<file path="config.mk">
export PLATFORM = sky130hd
export DESIGN_NAME = irq_ctl
export DESIGN_NICKNAME = d
export VERILOG_FILES = /design/src/hw/irq_ctl_pkg.sv /design/src/hw/sv_if.sv /design/src/hw/irq_ctl.sv /design/src/hw/sv_store.sv
export SDC_FILE = /design/constraint.sdc
export NUM_CORES = 1
export LEC_CHECK = 0
export ABC_AREA = 1
export BUFFER_PORTS_ARGS = -buffer_cell sky130_fd_sc_hd__buf_2
export CORE_MARGIN = 3
export CORE_UTILIZATION = 50
export CTS_BUF_LIST = sky130_fd_sc_hd__clkbuf_16
export CTS_CLUSTER_SIZE = 30
export DETAILED_ROUTE_END_ITERATION = 10
export PLACE_DENSITY = 0.81
export SLEW_MARGIN = 10
export SYNTH_ARGS = -nofsm -noshare
export SYNTH_HDL_FRONTEND = slang
export SYNTH_SLANG_ARGS = --single-unit
</file>
<file path="constraint.sdc">
create_clock -name mclk -period 11.1 [get_ports mclk]
set_input_delay 0 -clock mclk [delete_from_list [all_inputs] [get_ports mclk]]
set_output_delay 0 -clock mclk [all_outputs]
set_load 0.005 [all_outputs]
</file>
<file path="src/hw/irq_ctl_pkg.sv">
/*
 * Constants and types for the input interrupt control block.
 * Assumes one system clock; used by irq_ctl and setval_store, not by the interface.
 */
package irq_ctl_pkg;
    // -------------------------------------------------------------
    // Register map (byte addresses)
    // -------------------------------------------------------------
    localparam logic [11:0] OFS_CMD       = 12'h000;
    localparam logic [11:0] OFS_WORD      = 12'h004;
    localparam logic [11:0] OFS_RESULT    = 12'h008;
    localparam logic [11:0] OFS_STATUS    = 12'h00c;
    localparam logic [11:0] OFS_INT_MASK  = 12'h010;
    localparam logic [11:0] OFS_PENDING   = 12'h014;
    localparam logic [11:0] OFS_SET_BASE  = 12'h020;
    localparam logic [11:0] OFS_SET_LIMIT = 12'h030;
    localparam logic [11:0] OFS_SERVICE   = 12'h040;

    // -------------------------------------------------------------
    // Command codes
    // -------------------------------------------------------------
    localparam logic [11:0] CODE_MASK     = 12'h000;
    localparam logic [11:0] CODE_CLEAR    = 12'h001;
    localparam logic [11:0] CODE_READ     = 12'h002;
    localparam logic [11:0] CODE_RELOAD   = 12'h003;
    localparam logic [11:0] CODE_MASK_ALL = 12'h100;
    localparam logic [11:0] CODE_UNM_ALL  = 12'h200;

    // Number of inputs and word layout
    localparam int          NUM_IN        = 4;
    localparam logic [15:0] WORD_USED     = 16'h000f;
    localparam logic [15:0] SET_MIN       = 16'h0001;

    // Status bits and command go bit
    localparam int          ST_ERR        = 0;
    localparam int          ST_DONE       = 1;
    localparam int          ST_SVC        = 2;
    localparam int          CMD_GO        = 31;

    typedef enum logic [1:0] {
        ST_IDLE = 2'b00,
        ST_EXEC = 2'b01,
        ST_FIN  = 2'b11
    } cmd_state_e;
endpackage : irq_ctl_pkg

</file>
<file path="src/hw/sv_if.sv">
/*
 * Interface between command decoder and counter set value store.
 * Assumes both ends share mclk.
 */
`timescale 1ns/1ps
interface setval_if;
    logic [3:0]  load_sel;
    logic [15:0] load_val;
    logic [3:0]  reload_sel;
    logic        reload_bad;
    logic [15:0] set_out [4];
    logic [15:0] cnt_out [4];
    modport ctl (output load_sel, load_val, reload_sel, input reload_bad, set_out, cnt_out);
    modport store (input load_sel, load_val, reload_sel, output reload_bad, set_out, cnt_out);
endinterface : setval_if

</file>
<file path="src/hw/irq_ctl.sv">
/*
 * Input interrupt control: four inputs, command decoder, APB registers.
 * Assumes irq_in and svc_done synchronous to mclk; APB master obeys protocol.
 */
`timescale 1ns/1ps
module irq_ctl (
    input  wire logic        mclk,
    input  wire logic        rst,
    input  wire logic [3:0]  irq_in,
    input  wire logic        svc_done,
    output logic [3:0]       svc_req,
    output logic             svc_active,
    output logic             error_flag,
    output logic             irq,
    input  wire logic        psel,
    input  wire logic        penable,
    input  wire logic        pwrite,
    input  wire logic [11:0] paddr,
    input  wire logic [31:0] pwdata,
    output logic [31:0]      prdata,
    output logic             pready,
    output logic             pslverr
);
    setval_if cs();

    logic [11:0]  code_reg;
    logic [15:0]  word_reg;
    logic [15:0]  result_reg;
    logic [2:0]   status_reg;
    logic [2:0]   imask_reg;
    logic [3:0]   mask_reg;
    logic         gmask_reg;
    logic [3:0]   pend_reg;
    logic [3:0]   irq_prev_reg;
    logic [3:0]   svc_reg;
    logic         svc_act_reg;
    logic [31:0]  prdata_reg;
    irq_ctl_pkg::cmd_state_e state_reg;

    logic         wr_en;
    logic         rd_en;
    logic         go;
    logic         exec;
    logic         err_ev;
    logic         done_ev;
    logic         svc_ev;
    logic         bad_code;
    logic         bad_word;
    logic [3:0]   rise;
    logic [3:0]   eligible;
    logic [3:0]   grant;
    logic [3:0]   clr_sel;
    logic [31:0]  rd_mux;
    logic         addr_ok;

    // -------------------------------------------------------------
    // APB slave
    // -------------------------------------------------------------
    // Zero wait state: access phase always completes
    assign pready  = 1'b1;
    assign wr_en   = psel && penable && pwrite;
    assign rd_en   = psel && penable && !pwrite;
    assign go      = wr_en && (paddr == irq_ctl_pkg::OFS_CMD) && pwdata[irq_ctl_pkg::CMD_GO];

    // Address check for slave error on unmapped words
    always_comb begin
        addr_ok = 1'b1;
        if (paddr == irq_ctl_pkg::OFS_CMD || paddr == irq_ctl_pkg::OFS_WORD) begin
            addr_ok = 1'b1;
        end else if (paddr == irq_ctl_pkg::OFS_RESULT || paddr == irq_ctl_pkg::OFS_STATUS) begin
            addr_ok = 1'b1;
        end else if (paddr == irq_ctl_pkg::OFS_INT_MASK || paddr == irq_ctl_pkg::OFS_PENDING) begin
            addr_ok = 1'b1;
        end else if (paddr == irq_ctl_pkg::OFS_SERVICE) begin
            addr_ok = 1'b1;
        end else if (paddr >= irq_ctl_pkg::OFS_SET_BASE && paddr < irq_ctl_pkg::OFS_SET_LIMIT
                     && paddr[1:0] == 2'b00) begin
            addr_ok = 1'b1;
        end else begin
            addr_ok = 1'b0;
        end
    end
    assign pslverr = psel && penable && !addr_ok;

    // Read mux
    always_comb begin
        rd_mux = 32'h0000_0000;
        if (paddr == irq_ctl_pkg::OFS_CMD) begin
            rd_mux = {20'h00000, code_reg};
        end else if (paddr == irq_ctl_pkg::OFS_WORD) begin
            rd_mux = {16'h0000, word_reg};
        end else if (paddr == irq_ctl_pkg::OFS_RESULT) begin
            rd_mux = {16'h0000, result_reg};
        end else if (paddr == irq_ctl_pkg::OFS_STATUS) begin
            rd_mux = {29'h0000_0000, status_reg};
        end else if (paddr == irq_ctl_pkg::OFS_INT_MASK) begin
            rd_mux = {29'h0000_0000, imask_reg};
        end else if (paddr == irq_ctl_pkg::OFS_PENDING) begin
            rd_mux = {23'h000000, gmask_reg, mask_reg, pend_reg};
        end else if (paddr == irq_ctl_pkg::OFS_SERVICE) begin
            rd_mux = {27'h0000000, svc_act_reg, svc_reg};
        end else if (paddr >= irq_ctl_pkg::OFS_SET_BASE && paddr < irq_ctl_pkg::OFS_SET_LIMIT) begin
            rd_mux = {cs.cnt_out[paddr[3:2]], cs.set_out[paddr[3:2]]};
        end
    end

    // Read data registered on the access edge
    always_ff @(posedge mclk or posedge rst) begin
        if (rst) begin
            prdata_reg <= 32'h0000_0000;
        end else if (rd_en) begin
            prdata_reg <= rd_mux;
        end
    end
    // Read data comes straight from mux so it is valid in the access cycle
    assign prdata = rd_en ? rd_mux : prdata_reg;

    // Command code and word registers
    always_ff @(posedge mclk or posedge rst) begin
        if (rst) begin
            code_reg <= 12'h000;
            word_reg <= 16'h0000;
        end else if (wr_en && paddr == irq_ctl_pkg::OFS_CMD) begin
            code_reg <= pwdata[11:0];
        end else if (wr_en && paddr == irq_ctl_pkg::OFS_WORD) begin
            word_reg <= pwdata[15:0];
        end
    end

    // Interrupt mask register
    always_ff @(posedge mclk or posedge rst) begin
        if (rst) begin
            imask_reg <= 3'h0;
        end else if (wr_en && paddr == irq_ctl_pkg::OFS_INT_MASK) begin
            imask_reg <= pwdata[2:0];
        end
    end

    // -------------------------------------------------------------
    // Command sequencer
    // -------------------------------------------------------------
    // act only on a go strobe
    always_ff @(posedge mclk or posedge rst) begin
        if (rst) begin
            state_reg <= irq_ctl_pkg::ST_IDLE;
        end else begin
            case (state_reg)
                irq_ctl_pkg::ST_IDLE: begin
                    if (go) begin
                        state_reg <= irq_ctl_pkg::ST_EXEC;
                    end
                end
                irq_ctl_pkg::ST_EXEC: begin
                    state_reg <= irq_ctl_pkg::ST_FIN;
                end
                default: begin
                    state_reg <= irq_ctl_pkg::ST_IDLE;
                end
            endcase
        end
    end
    assign exec = (state_reg == irq_ctl_pkg::ST_EXEC);

    always_comb begin
        case (code_reg)
            irq_ctl_pkg::CODE_MASK, irq_ctl_pkg::CODE_CLEAR,
            irq_ctl_pkg::CODE_READ, irq_ctl_pkg::CODE_RELOAD,
            irq_ctl_pkg::CODE_MASK_ALL, irq_ctl_pkg::CODE_UNM_ALL: bad_code = 1'b0;
            default: bad_code = 1'b1;
        endcase
    end
    // upper word bits must be zero except for read, global ops need whole word zero
    assign bad_word = (code_reg == irq_ctl_pkg::CODE_MASK_ALL
                       || code_reg == irq_ctl_pkg::CODE_UNM_ALL) ? (word_reg != 16'h0000)
                    : (code_reg == irq_ctl_pkg::CODE_READ) ? 1'b0
                    : ((word_reg & ~irq_ctl_pkg::WORD_USED) != 16'h0000);

    always_comb begin
        err_ev = 1'b0;
        if (exec) begin
            if (bad_code || bad_word) begin
                err_ev = 1'b1;
            end else if (code_reg == irq_ctl_pkg::CODE_RELOAD) begin
                err_ev = cs.reload_bad;
            end else if (code_reg == irq_ctl_pkg::CODE_MASK_ALL) begin
                err_ev = svc_act_reg || gmask_reg;
            end else if (code_reg == irq_ctl_pkg::CODE_UNM_ALL) begin
                err_ev = svc_act_reg || !gmask_reg;
            end
        end
    end
    assign done_ev = exec;

    // operations decoded in the execute cycle
    wire op_ok = exec && !bad_code && !bad_word;

    // reload strobe to set value store
    assign cs.reload_sel = (op_ok && code_reg == irq_ctl_pkg::CODE_RELOAD) ? word_reg[3:0] : 4'h0;
    assign cs.load_val   = pwdata[15:0];

    // Set value write strobes, one per word
    genvar gi;
    generate
        for (gi = 0; gi < irq_ctl_pkg::NUM_IN; gi++) begin : g_ld
            assign cs.load_sel[gi] = wr_en && paddr[11:4] == irq_ctl_pkg::OFS_SET_BASE[11:4]
                                     && paddr[3:2] == 2'(gi) && paddr[1:0] == 2'b00;
        end
    endgenerate

    always_ff @(posedge mclk or posedge rst) begin
        if (rst) begin
            mask_reg <= 4'h0;
        end else if (op_ok && code_reg == irq_ctl_pkg::CODE_MASK) begin
            mask_reg <= word_reg[3:0];
        end
    end

    // global mask, held only when the error checks pass
    always_ff @(posedge mclk or posedge rst) begin
        if (rst) begin
            gmask_reg <= 1'b0;
        end else if (op_ok && !err_ev && code_reg == irq_ctl_pkg::CODE_MASK_ALL) begin
            gmask_reg <= 1'b1;
        end else if (op_ok && !err_ev && code_reg == irq_ctl_pkg::CODE_UNM_ALL) begin
            gmask_reg <= 1'b0;
        end
    end

    always_ff @(posedge mclk or posedge rst) begin
        if (rst) begin
            result_reg <= 16'h0000;
        end else if (op_ok && code_reg == irq_ctl_pkg::CODE_READ) begin
            result_reg <= {12'h000, mask_reg};
        end
    end

    // -------------------------------------------------------------
    // Pending latches and service
    // -------------------------------------------------------------
    always_ff @(posedge mclk or posedge rst) begin
        if (rst) begin
            irq_prev_reg <= 4'h0;
        end else begin
            irq_prev_reg <= irq_in;
        end
    end
    assign rise     = irq_in & ~irq_prev_reg;
    // only unmasked pending inputs may start a routine
    assign eligible = pend_reg & ~mask_reg & {4{!gmask_reg}};
    // Lowest input wins when several become eligible together
    assign grant    = svc_act_reg ? 4'h0 : (eligible & (~eligible + 4'h1));
    assign clr_sel  = (op_ok && code_reg == irq_ctl_pkg::CODE_CLEAR) ? word_reg[3:0] : 4'h0;

    // set wins over service and clear
    always_ff @(posedge mclk or posedge rst) begin
        if (rst) begin
            pend_reg <= 4'h0;
        end else begin
            pend_reg <= (pend_reg & ~grant & ~clr_sel) | rise;
        end
    end

    // Service in progress tracking
    always_ff @(posedge mclk or posedge rst) begin
        if (rst) begin
            svc_reg     <= 4'h0;
            svc_act_reg <= 1'b0;
        end else if (grant != 4'h0) begin
            svc_reg     <= grant;
            svc_act_reg <= 1'b1;
        end else if (svc_done) begin
            svc_reg     <= 4'h0;
            svc_act_reg <= 1'b0;
        end
    end
    assign svc_ev     = grant != 4'h0;
    assign svc_req    = svc_reg;
    assign svc_active = svc_act_reg;

    // -------------------------------------------------------------
    // Sticky status and interrupt
    // -------------------------------------------------------------
    // Set wins over write-one-to-clear so no event is lost
    always_ff @(posedge mclk or posedge rst) begin
        if (rst) begin
            status_reg <= 3'h0;
        end else begin
            status_reg <= (status_reg & ~((wr_en && paddr == irq_ctl_pkg::OFS_STATUS)
                           ? pwdata[2:0] : 3'h0)) | {svc_ev, done_ev, err_ev};
        end
    end
    assign error_flag = status_reg[irq_ctl_pkg::ST_ERR];
    assign irq        = |(status_reg & imask_reg);

    setval_store u_setval (
        .mclk (mclk),
        .rst  (rst),
        .cs   (cs.store)
    );

    // -------------------------------------------------------------
    // Assertions
    // -------------------------------------------------------------
    property p_no_exec_idle;
        @(posedge mclk) disable iff (rst)
        (state_reg == irq_ctl_pkg::ST_IDLE && !go) |=> !exec;
    endproperty
    a_no_exec_idle: assert property (p_no_exec_idle) else $error("exec without go");

    property p_go_exec;
        @(posedge mclk) disable iff (rst)
        (state_reg == irq_ctl_pkg::ST_IDLE && go) |=> exec ##1 !exec;
    endproperty
    a_go_exec: assert property (p_go_exec) else $error("go not executed once");

    property p_mask_set;
        @(posedge mclk) disable iff (rst)
        (op_ok && code_reg == irq_ctl_pkg::CODE_MASK) |=> mask_reg == $past(word_reg[3:0]);
    endproperty
    a_mask_set: assert property (p_mask_set) else $error("mask not loaded");

    property p_masked_no_grant;
        @(posedge mclk) disable iff (rst)
        (mask_reg != 4'h0 || gmask_reg) |-> (grant & (mask_reg | {4{gmask_reg}})) == 4'h0;
    endproperty
    a_masked_no_grant: assert property (p_masked_no_grant) else $error("masked served");

    property p_clear;
        @(posedge mclk) disable iff (rst)
        (clr_sel != 4'h0) |=> ((pend_reg & $past(clr_sel) & ~$past(rise)) == 4'h0);
    endproperty
    a_clear: assert property (p_clear) else $error("clear failed");

    property p_read;
        @(posedge mclk) disable iff (rst)
        (op_ok && code_reg == irq_ctl_pkg::CODE_READ) |=> result_reg == {12'h000, mask_reg};
    endproperty
    a_read: assert property (p_read) else $error("read wrong");

    property p_gmask_busy;
        @(posedge mclk) disable iff (rst)
        (exec && svc_act_reg && (code_reg == irq_ctl_pkg::CODE_MASK_ALL
         || code_reg == irq_ctl_pkg::CODE_UNM_ALL)) |=> error_flag && $stable(gmask_reg);
    endproperty
    a_gmask_busy: assert property (p_gmask_busy) else $error("busy global op");

    property p_gmask_twice;
        @(posedge mclk) disable iff (rst)
        (exec && gmask_reg && code_reg == irq_ctl_pkg::CODE_MASK_ALL) |=> error_flag;
    endproperty
    a_gmask_twice: assert property (p_gmask_twice) else $error("double mask");

    property p_bad_code;
        @(posedge mclk) disable iff (rst)
        (exec && bad_code) |=> error_flag && $stable(mask_reg) && $stable(gmask_reg);
    endproperty
    a_bad_code: assert property (p_bad_code) else $error("bad code acted");

    property p_pend_set;
        @(posedge mclk) disable iff (rst)
        (rise != 4'h0) |=> ((pend_reg & $past(rise)) == $past(rise));
    endproperty
    a_pend_set: assert property (p_pend_set) else $error("event lost");

    c_grant: cover property (@(posedge mclk) disable iff (rst) svc_ev);
    c_err: cover property (@(posedge mclk) disable iff (rst) err_ev);
    c_gmask: cover property (@(posedge mclk) disable iff (rst) $rose(gmask_reg));
    c_reload: cover property (@(posedge mclk) disable iff (rst) cs.reload_sel != 4'h0);
endmodule : irq_ctl

</file>
<file path="src/hw/sv_store.sv">
/*
 * Counter set value store: four programmed set values and working counters.
 * Assumes load and reload selects are one-cycle pulses from the decoder.
 */
`timescale 1ns/1ps
module setval_store (
    input  wire logic mclk,
    input  wire logic rst,
    setval_if.store   cs
);
    logic [15:0] set_reg [4];
    logic [15:0] cnt_reg [4];
    logic [3:0]  bad;

    // -------------------------------------------------------------
    // Per input storage
    // -------------------------------------------------------------
    genvar g;
    generate
        for (g = 0; g < irq_ctl_pkg::NUM_IN; g++) begin : g_in
            // Set value written by software
            always_ff @(posedge mclk or posedge rst) begin
                if (rst) begin
                    set_reg[g] <= 16'h0000;
                end else if (cs.load_sel[g]) begin
                    set_reg[g] <= cs.load_val;
                end
            end
            always_ff @(posedge mclk or posedge rst) begin
                if (rst) begin
                    cnt_reg[g] <= 16'h0000;
                end else if (cs.reload_sel[g] && !bad[g]) begin
                    cnt_reg[g] <= set_reg[g];
                end
            end
            assign bad[g]         = cs.reload_sel[g] && (set_reg[g] < irq_ctl_pkg::SET_MIN);
            assign cs.set_out[g]  = set_reg[g];
            assign cs.cnt_out[g]  = cnt_reg[g];
        end
    endgenerate

    assign cs.reload_bad = |bad;
endmodule : setval_store

</file>
==> results of run 1 <==
-- repair_timing --
item / CTS / global route
endpoints found under the setup margin: 0 / 0
hold endpoints to repair: 243 / 0
hold buffers: 22 / 0
resized for setup: 0 / 0
-- stage by stage --
stage                     cells  setup slack, ps  hold WS (ps)  total power (W)  cell area [um2]
after global routing       1564             8070          56.3          0.00178            11500
after CTS                  1564             8100          11.4          0.00173            11400
after floorplan            1203             5140          31.4         0.000894             9860
after detailed placement   1501             7580           123         0.000943            10500
after global placement     1501             7810           122         0.000939            10500
final                      1564             8200          30.5          0.00172            11500
-- per-layer routing --
| layer | vias up | track usage | wire [um] |
|---|---|---|---|
| met1 | 4219 | 0.372 | 11500 |
| met3 | 97 | 0.0419 | 2770 |
| met4 | 0 | 0.118 | 1270 |
| li1 | 4123 | - | - |
| met2 | 495 | 0.429 | 13500 |
| met5 | - | 0 | 0 |
-- report_power, final --
part | internal (W) | total, W | switching [W]
registers | 0.000810 | 0.000822 | 0.0000121
logic | 0.0000332 | 0.000116 | 0.0000830
clock network | 0.000471 | 0.000785 | 0.000314
total | 0.00131 | 0.00172 | 0.000409
-- kinds of logic (layout without fill, tap and decap cells) --
group | Yosys count | count (layout) | share of synthesized area
AND/OR/NAND/NOR | 525 | 525 | 0.224
AO/OA/AOI/OAI | 268 | 268 | 0.148
flip-flops | 218 | 218 | 0.553
buffers and inverters | 191 | 292 | 0.0744
other | 1 | 1 | 0.000380
-- critical path, delay by kind of cell --
kind            cells  cell delay, ps
compound gates      5             990
simple gates        5             750
buf+inv             3            1130
-- final cells by class --
class	instances	area, um2	share of cell area
flip-flops and latches	218	5460	0.476
multi-input cells	794	3680	0.321
repair buffers	109	678	0.0592
clock buffers	23	576	0.0503
inverters	142	541	0.0472
well taps	260	325	0.0284
clock inverters	18	196	0.0172
-- final timing paths --
path | startpoint | to | slack [ps] | cells past startpoint
worst max-delay path | paddr[10] | prdata[0] | 8200 | 13
worst min-delay path | pwdata[0] | u_setval.cs.set_out[32] | 30 | 3
worst max register to register | code_reg[8] | pend_reg[1] | 8900 | 11
worst min register to register | irq_prev_reg[2] | pend_reg[2] | 410 | 1
max in group asynchronous | rst | prdata_reg[17] | 9380 | 4
min in group asynchronous | rst | u_setval.cs.set_out[26] | 200 | 3
-- layout by cell type (no fill, tap or decap), drive strengths merged, types with 2 or more instances in the layout --
cell | netlist | final
a211oi | 2 | 2
o221ai | 4 | 4
buf | 12 | 87
bufinv | 0 | 4
dlygate4sd3 | 0 | 22
a21oi | 18 | 18
nor2 | 55 | 55
o22ai | 8 | 8
clkbuf | 37 | 23
o21ai | 208 | 208
nand3b | 6 | 6
a32o | 2 | 2
a22oi | 2 | 2
nor4 | 14 | 14
nor3 | 8 | 8
nand4 | 33 | 33
nand2 | 377 | 377
nand3 | 31 | 31
a31oi | 3 | 3
o211ai | 7 | 7
clkinv | 4 | 13
inv | 138 | 142
a221oi | 5 | 5
o2111ai | 7 | 7
dfrtp | 218 | 218
==> results.tsv, run 1 <==
metric	value	unit
design.core.area	19000	um2
cts_tree	built	
fin_crit_sh	0.261	
viasPerCell	5.71	
initialDrtViolationCount	1058	
min_path_type	primary input to flip-flop	
drc	0	
fillerInstances	1664	
critPathMaxStageDelay	860	ps
slowest_stage	inv_1	
dp_hpwl	19.8	mm
htreeDepth	1	
ys_ff_latch	218	
yosys_warnings	0	
critPathLaunchType	primary input	
required	11100	ps
setup_viol	0	
avgSynthCellArea	8.20	um2
finalSetupTns	0	ps
synth_edf_count	0	
antenna_found_initial	0	
clk_pin_slew	60	ps
die_y	146	um
synth.most_common_cell	nand2_1	
area_growth	16.2	%
utilization	0.602	
timing.final.crit_period	2900	ps
worst_path_most_repeated_cell	o21ai_0	
fmax	345	MHz
fin_nets	1342	
firstDrtPassIters	6	
drt.antenna.violating_nets	0	
ys.flop_type	dfrtp_1	
grtUsageTotal	0.270	
ioPinCount	95	
finalWirelength	29.1	mm
drv_cap	0	
dr_total_vias	8934	
peakVddDrop	0.104	mV
n_antenna_cell	0	
worst_slew_pin_slew	1080	ps
clockRootBuffer	clkbuf_16	
power.leakage	5.38	nW
path_cells	buf_2 > nor2_1 > nand2_1 > nor2_1 > nand3_1 > inv_1 > o21ai_0 > o21ai_0 > a21oi_1 > nand4_1 > a21oi_1 > o21ai_0 > buf_2	
num_rows	50	
yosys.area.top_type_share	0.553	
gp_congestion	0.971	
synth_top_area_cell	dfrtp_1	
post-cts-setup-buffer-count	0	
fin_skew	13.9	ps
syn-num-nets	1257	
worstPathArrival	2900	ps
outcome	finished clean	
worstPathMaxFanout	31	
grt_pass1_vias	8554	
worst-setup-path-type	primary input to primary output	
grt_pass1_wl	46.3	mm
netlist_instances	1203	
synthTopCellsByCount	nand2_1 (377), dfrtp_1 (218), o21ai_0 (180), inv_1 (137), nor2_1 (51)	
dieWidth	146	um
final_hold_viol_count	0	
clk_latency	520	ps
cts.sinks	218	
overflow	0	
p_per_area	150	nW/um2
post_drt_wl_per_cell	18.6	um
worstSetupEndpointType	primary output	
clock_path_buffers	3	
seq_area_frac_synth	0.553	
rsz0062_at_grt	false	
relSlewSlack	0.277	
synth_area	9860	um2
cts_made_buffers	23	
drive_gt1_frac	0.100	
grt_max_degree	143	
dieArea	21400	um2
io_buffers	78	
yosys-top-cells-area	dfrtp_1 (55%), nand2_1 (14%), o21ai_0 (9.1%)	
slew_viol_final	0	
initial_core_util	0.518	
async_reset_ff_frac	1.00	
synth.distinct_cells	36	
No activity file was read; power rests on OpenSTA's default activity.
==> run 2, diff against run 1 <==
clock period = 2.85 ns   (was 11.1 ns; I/O delays follow)
==> results.tsv, run 2 (same netlist as run 1, synthesis figures left out) <==
metric	value	unit
post_drt_wl_per_cell	18.8	um
cts.sinks	218	
final_common_cell	nand2_1	
n_antenna_cell	0	
ioPinCount	95	
grt_max_degree	72	
ctsResizeCount	0	
fin_nets	1359	
dp_hpwl	20.8	mm
relSlewSlack	0.532	
cts_made_buffers	23	
drv_cap	0	
overflow	0	
hold_depth	6	
required	2850	ps
finalWirelength	29.7	mm
io_buffers	78	
min_path_type	primary input to flip-flop	
hold_end	prdata_reg[3]	
viasPerCell	5.72	
num_rows	50	
outcome	finished clean	
worstPathArrival	2370	ps
initial_core_util	0.518	
drc	0	
setup_viol	0	
critPathMaxStageDelay	580	ps
clockRootBuffer	clkbuf_16	
cp.depth	7	
r2r-end	pend_reg[3]	
timing.final.crit_period	2370	ps
fmax	421	MHz
dieWidth	146	um
grt_pass1_vias	8716	
postCtsHoldBufs	21	
cp_top_family	compound AO/OA/AOI/OAI gates	
worstSetupEndpointType	primary output	
path_cells	inv_1 > o22ai_1 > o21ai_0 > o211ai_1 > a221oi_1 > o21ai_0 > buf_2	
clock_path_buffers	3	
worstPathMaxFanout	3	
fin_crit_sh	0.833	
critPathLaunchType	flip-flop	
clk_pin_slew	60	ps
drt.antenna.violating_nets	0	
area_growth	16.3	%
power.leakage	5.42	nW
grtUsageTotal	0.276	
placed_area	10600	um2
worstHoldStart	pwrite	
slowest_stage	a221oi_1	
clk_latency	510	ps
drive_gt1_frac	0.109	
die_y	146	um
worst_slew_pin_slew	696	ps
design.core.area	19000	um2
worst_path_most_repeated_cell	o21ai_0	
grt_pass1_wl	47.0	mm
finalSetupTns	0	ps
antenna_found_initial	0	
worst-setup-path-type	flip-flop to primary output	
p_per_area	548	nW/um2
initialDrtViolationCount	993	
slew_viol_final	0	
reg2reg_depth	10	
fin_area	11500	um2
fin_skew	19.6	ps
rsz0062_at_grt	false	
post-cts-setup-buffer-count	0	
peakVddDrop	0.360	mV
dr_total_vias	9015	
firstDrtPassIters	6	
final_hold_viol_count	0	
dieArea	21400	um2
final_cell_mix	nand2_1 (377), dfrtp_1 (218), o21ai_0 (180)	
reg2reg_from	code_reg[2]	
htreeDepth	1	
gp_congestion	0.955	
cts_tree	built	
r2r_slack	590	ps
path_buf_inv	2	
## run 2: cell count changes in the layout (fill, tap and decap cells not counted), sizes merged
cell,delta
buf,+18
bufinv,-4
clkinv,-1
dlygate4sd3,-1
inv,+1
## run 2: power breakdown
| group | leakage (nW) | internal [W] | switching, W |
|---|---|---|---|
| clock | 0.334 | 0.00145 | 0.00117 |
| combinational | 2.09 | 0.000142 | 0.000329 |
| sequential | 2.99 | 0.00315 | 0.0000427 |
| total | 5.42 | 0.00474 | 0.00154 |
## run 2: final cells by class
| cell class | instances | area (um2) |
|---|---|---|
| Multi-Input combinational cell | 794 | 3680 |
| Inverter | 142 | 537 |
| Clock buffer | 23 | 576 |
| Timing Repair Buffer | 126 | 841 |
| Tap cell | 260 | 325 |
| Sequential cell | 218 | 5460 |
| Fill cell | 1656 | 7550 |
| Clock inverter | 14 | 61.3 |
## run 2: layer usage
layer / up-vias / GRT usage / part of all wire
met5: - / 0 / 0
met4: 0 / 0.127 / 0.048
met3: 101 / 0.0552 / 0.10
met2: 530 / 0.436 / 0.45
met1: 4238 / 0.371 / 0.39
li1: 4146 / - / -
## run 2: worst max-delay path by stage
stage                                  from  slack (ps)     endpoint
detailed placement              code_reg[2]         710  pend_reg[2]
global placement                code_reg[2]         810  pend_reg[0]
finish              u_setval.cs.set_out[20]         480    prdata[4]
floorplan                               rst          10  code_reg[0]
global route        u_setval.cs.set_out[20]         400    prdata[4]
CTS                 u_setval.cs.set_out[20]         580    prdata[4]
## run 2: tightest hold or removal path, delay by kind of cell
kind	cells	cell delay, ps
AND/OR/NAND/NOR	4	330
buffers and inverters	2	160
## run 2: per-stage QoR
step,setup slack (ps),std cells,util,hold WS (ps),total power [W]
floorplan,9.89,1203,-,31.4,0.00348
global placement,812,1519,0.559,122,0.00368
detailed placement,714,1519,0.559,126,0.00369
CTS,585,1577,0.603,2.21,0.00629
global route,397,1577,0.603,54.8,0.00648
finish,476,1577,0.603,10.9,0.00629
==> run 3, diff against run 2 <==
ABC_AREA = 0   (was 1)
clock period = 2.3 ns   (was 2.85 ns; I/O delays follow)
==> results.tsv, run 3 <==
metric	value	unit
initialDrtViolationCount	640	
worstPathMaxFanout	4	
required	2300	ps
antenna_found_initial	0	
worstSetupEndpointType	primary output	
clock_path_buffers	3	
grt_busiest_layer	met2	
async_reset_ff_frac	1.00	
clk_latency	520	ps
die_y	149	um
area_growth	17.9	%
clockPowerShare	0.420	
drc	0	
design.core.area	19800	um2
worst_slew_pin_slew	720	ps
grtUsageTotal	0.250	
p_int	0.00611	W
synth.most_common_cell	dfrtp_1	
utilization	0.610	
p_per_area	665	nW/um2
initial_core_util	0.517	
synthTopCellsByCount	dfrtp_1 (218), mux2_2 (105), nand2_1 (61), nor2_1 (33), mux4_2 (32)	
fin_crit_sh	0.989	
synth_edf_count	0	
finalWirelength	27.3	mm
timing.final.crit_period	2280	ps
rsz0062_at_grt	false	
seq_area_frac_synth	0.531	
dr_total_vias	7212	
ioPinCount	95	
outcome	finished clean	
drv_cap	0	
critPathMaxStageDelay	530	ps
clockRootBuffer	clkbuf_16	
dp_cells	1110	
r2r_slack	90	ps
peakVddDrop	0.450	mV
gr-usage-met2	0.418	
ys_ff_latch	218	
power.leakage	5.94	nW
netlist_instances	765	
setup_viol	0	
cts_tree	built	
p_comb_frac	0.080	
relSlewSlack	0.519	
slew_viol_final	0	
yosys-top-cells-area	dfrtp_1 (53%), mux2_2 (12%), mux4_2 (7.0%)	
min_path_type	primary input to flip-flop	
dieArea	22300	um2
grt_pass1_wl	43.1	mm
yosys.area.top_type_share	0.531	
num_rows	51	
globalRouteMet1Util	0.337	
critPathLaunchType	flip-flop	
firstDrtPassIters	5	
slowest_stage	mux4_2	
overflow	0	
final_hold_viol_count	0	
cts.sinks	218	
fin_skew	16.4	ps
instances_no_fill	1173	
final_common_cell	dfrtp_1	
ys.flop_type	dfrtp_1	
viasPerCell	6.15	
worst-setup-path-type	flip-flop to primary output	
dieWidth	149	um
synth.distinct_cells	61	
switching_power	0.00194	W
grt_max_degree	58	
yosys_warnings	0	
grt_pass1_vias	7503	
synth_top_area_cell	dfrtp_1	
drive_gt1_frac	0.377	
htreeDepth	1	
use_met3	0.0374	
avgSynthCellArea	13.4	um2
synth_area	10300	um2
fillerInstances	1490	
swShare	0.241	
final_cell_mix	dfrtp_1 (218), mux2_2 (105), buf_2 (78)	
clk_pin_slew	60	ps
gp_congestion	0.936	
syn-num-nets	819	
drt.antenna.violating_nets	0	
cts_made_buffers	23	
worstPathArrival	2280	ps
io_buffers	78	
fmax	439	MHz
dp_hpwl	18.7	mm
path_cells	mux4_2 > nand3_1 > a21oi_1 > a221oi_1 > o31ai_1 > buf_2	
n_antenna_cell	0	
seqPwrFrac	0.500	
post_drt_wl_per_cell	23.3	um
post-cts-setup-buffer-count	0	
fin_nets	948	
-- run 3: cell type report --
class / count / area [um2] / area share
clock inverter: 16 / 98.8 / 0.00817
clock buffer: 23 / 576 / 0.0476
multi-input combinational: 488 / 4500 / 0.372
inverter: 17 / 67.6 / 0.00558
timing repair buffer: 146 / 1070 / 0.0887
sequential: 218 / 5460 / 0.451
tap: 265 / 332 / 0.0274
-- run 3: repair_timing --
| action | CTS | global route |
|---|---|---|
| setup endpoints to repair | 0 | 48 |
| resized for setup | 0 | 5 |
| hold buffers | 24 | 0 |
| endpoints found under the hold margin | 139 | 0 |
-- run 3: cell families (layout without fill, tap and decap cells) --
logic type | after synthesis | after routing | share of synthesized area
flip-flops | 218 | 218 | 0.531
XOR/XNOR | 2 | 2 | 0.00171
other | 1 | 1 | 0.000365
multiplexers | 198 | 198 | 0.263
AND/OR/NAND/NOR | 202 | 202 | 0.113
AO/OA/AOI/OAI | 85 | 85 | 0.0568
buffers and inverters | 59 | 202 | 0.0340
-- run 3: path summary, 6_finish.rpt --
kind / start / end / cells past startpoint
min: penable / prdata_reg[2] / 5
max: u_setval.cs.set_out[48] / prdata[0] / 6
min in group asynchronous: rst / status_reg[0] / 3
min reg2reg: irq_prev_reg[0] / pend_reg[0] / 1
max reg2reg: word_reg[11] / u_setval.cs.cnt_out[46] / 7
max in group asynchronous: rst / prdata_reg[16] / 4
-- run 3: through the flow --
step	setup slack [ps]	setup TNS, ps	power [W]	hold slack (ps)	cell area, um2
global placement	147	0	0.00468	122	11200
floorplan	-540	-117740	0.00441	31.4	10300
CTS	26.1	0	0.00809	14.5	12100
detailed placement	44.0	0	0.00470	124	11200
global route	7.41	0	0.00831	69.8	12100
finish	24.4	0	0.00805	28.9	12100
-- run 3: power groups by stage --
stage	sequential [W]	clock (W)	combinational, W
2_1_floorplan	0.00407	0	0.000342
3_3_place_gp	0.00409	0	0.000595
3_5_place_dp	0.00409	0	0.000605
4_1_cts	0.00402	0.00342	0.000643
5_1_grt	0.00403	0.00358	0.000712
6_report	0.00402	0.00339	0.000642
-- run 3: metal layers --
layer / vias up / routed length [um]
met1: 3724 / 11200
met3: 75 / 1830
met4: 0 / 1010
li1: 3093 / -
met5: - / 0
met2: 320 / 13300
-- run 3: critical path, delay by kind of cell (launching register included) --
family,cells,cell delay [ps]
AO/OA/AOI/OAI,3,540
multiplexers,1,530
flip-flops,1,420
buffers and inverters,1,150
AND/OR/NAND/NOR,1,110
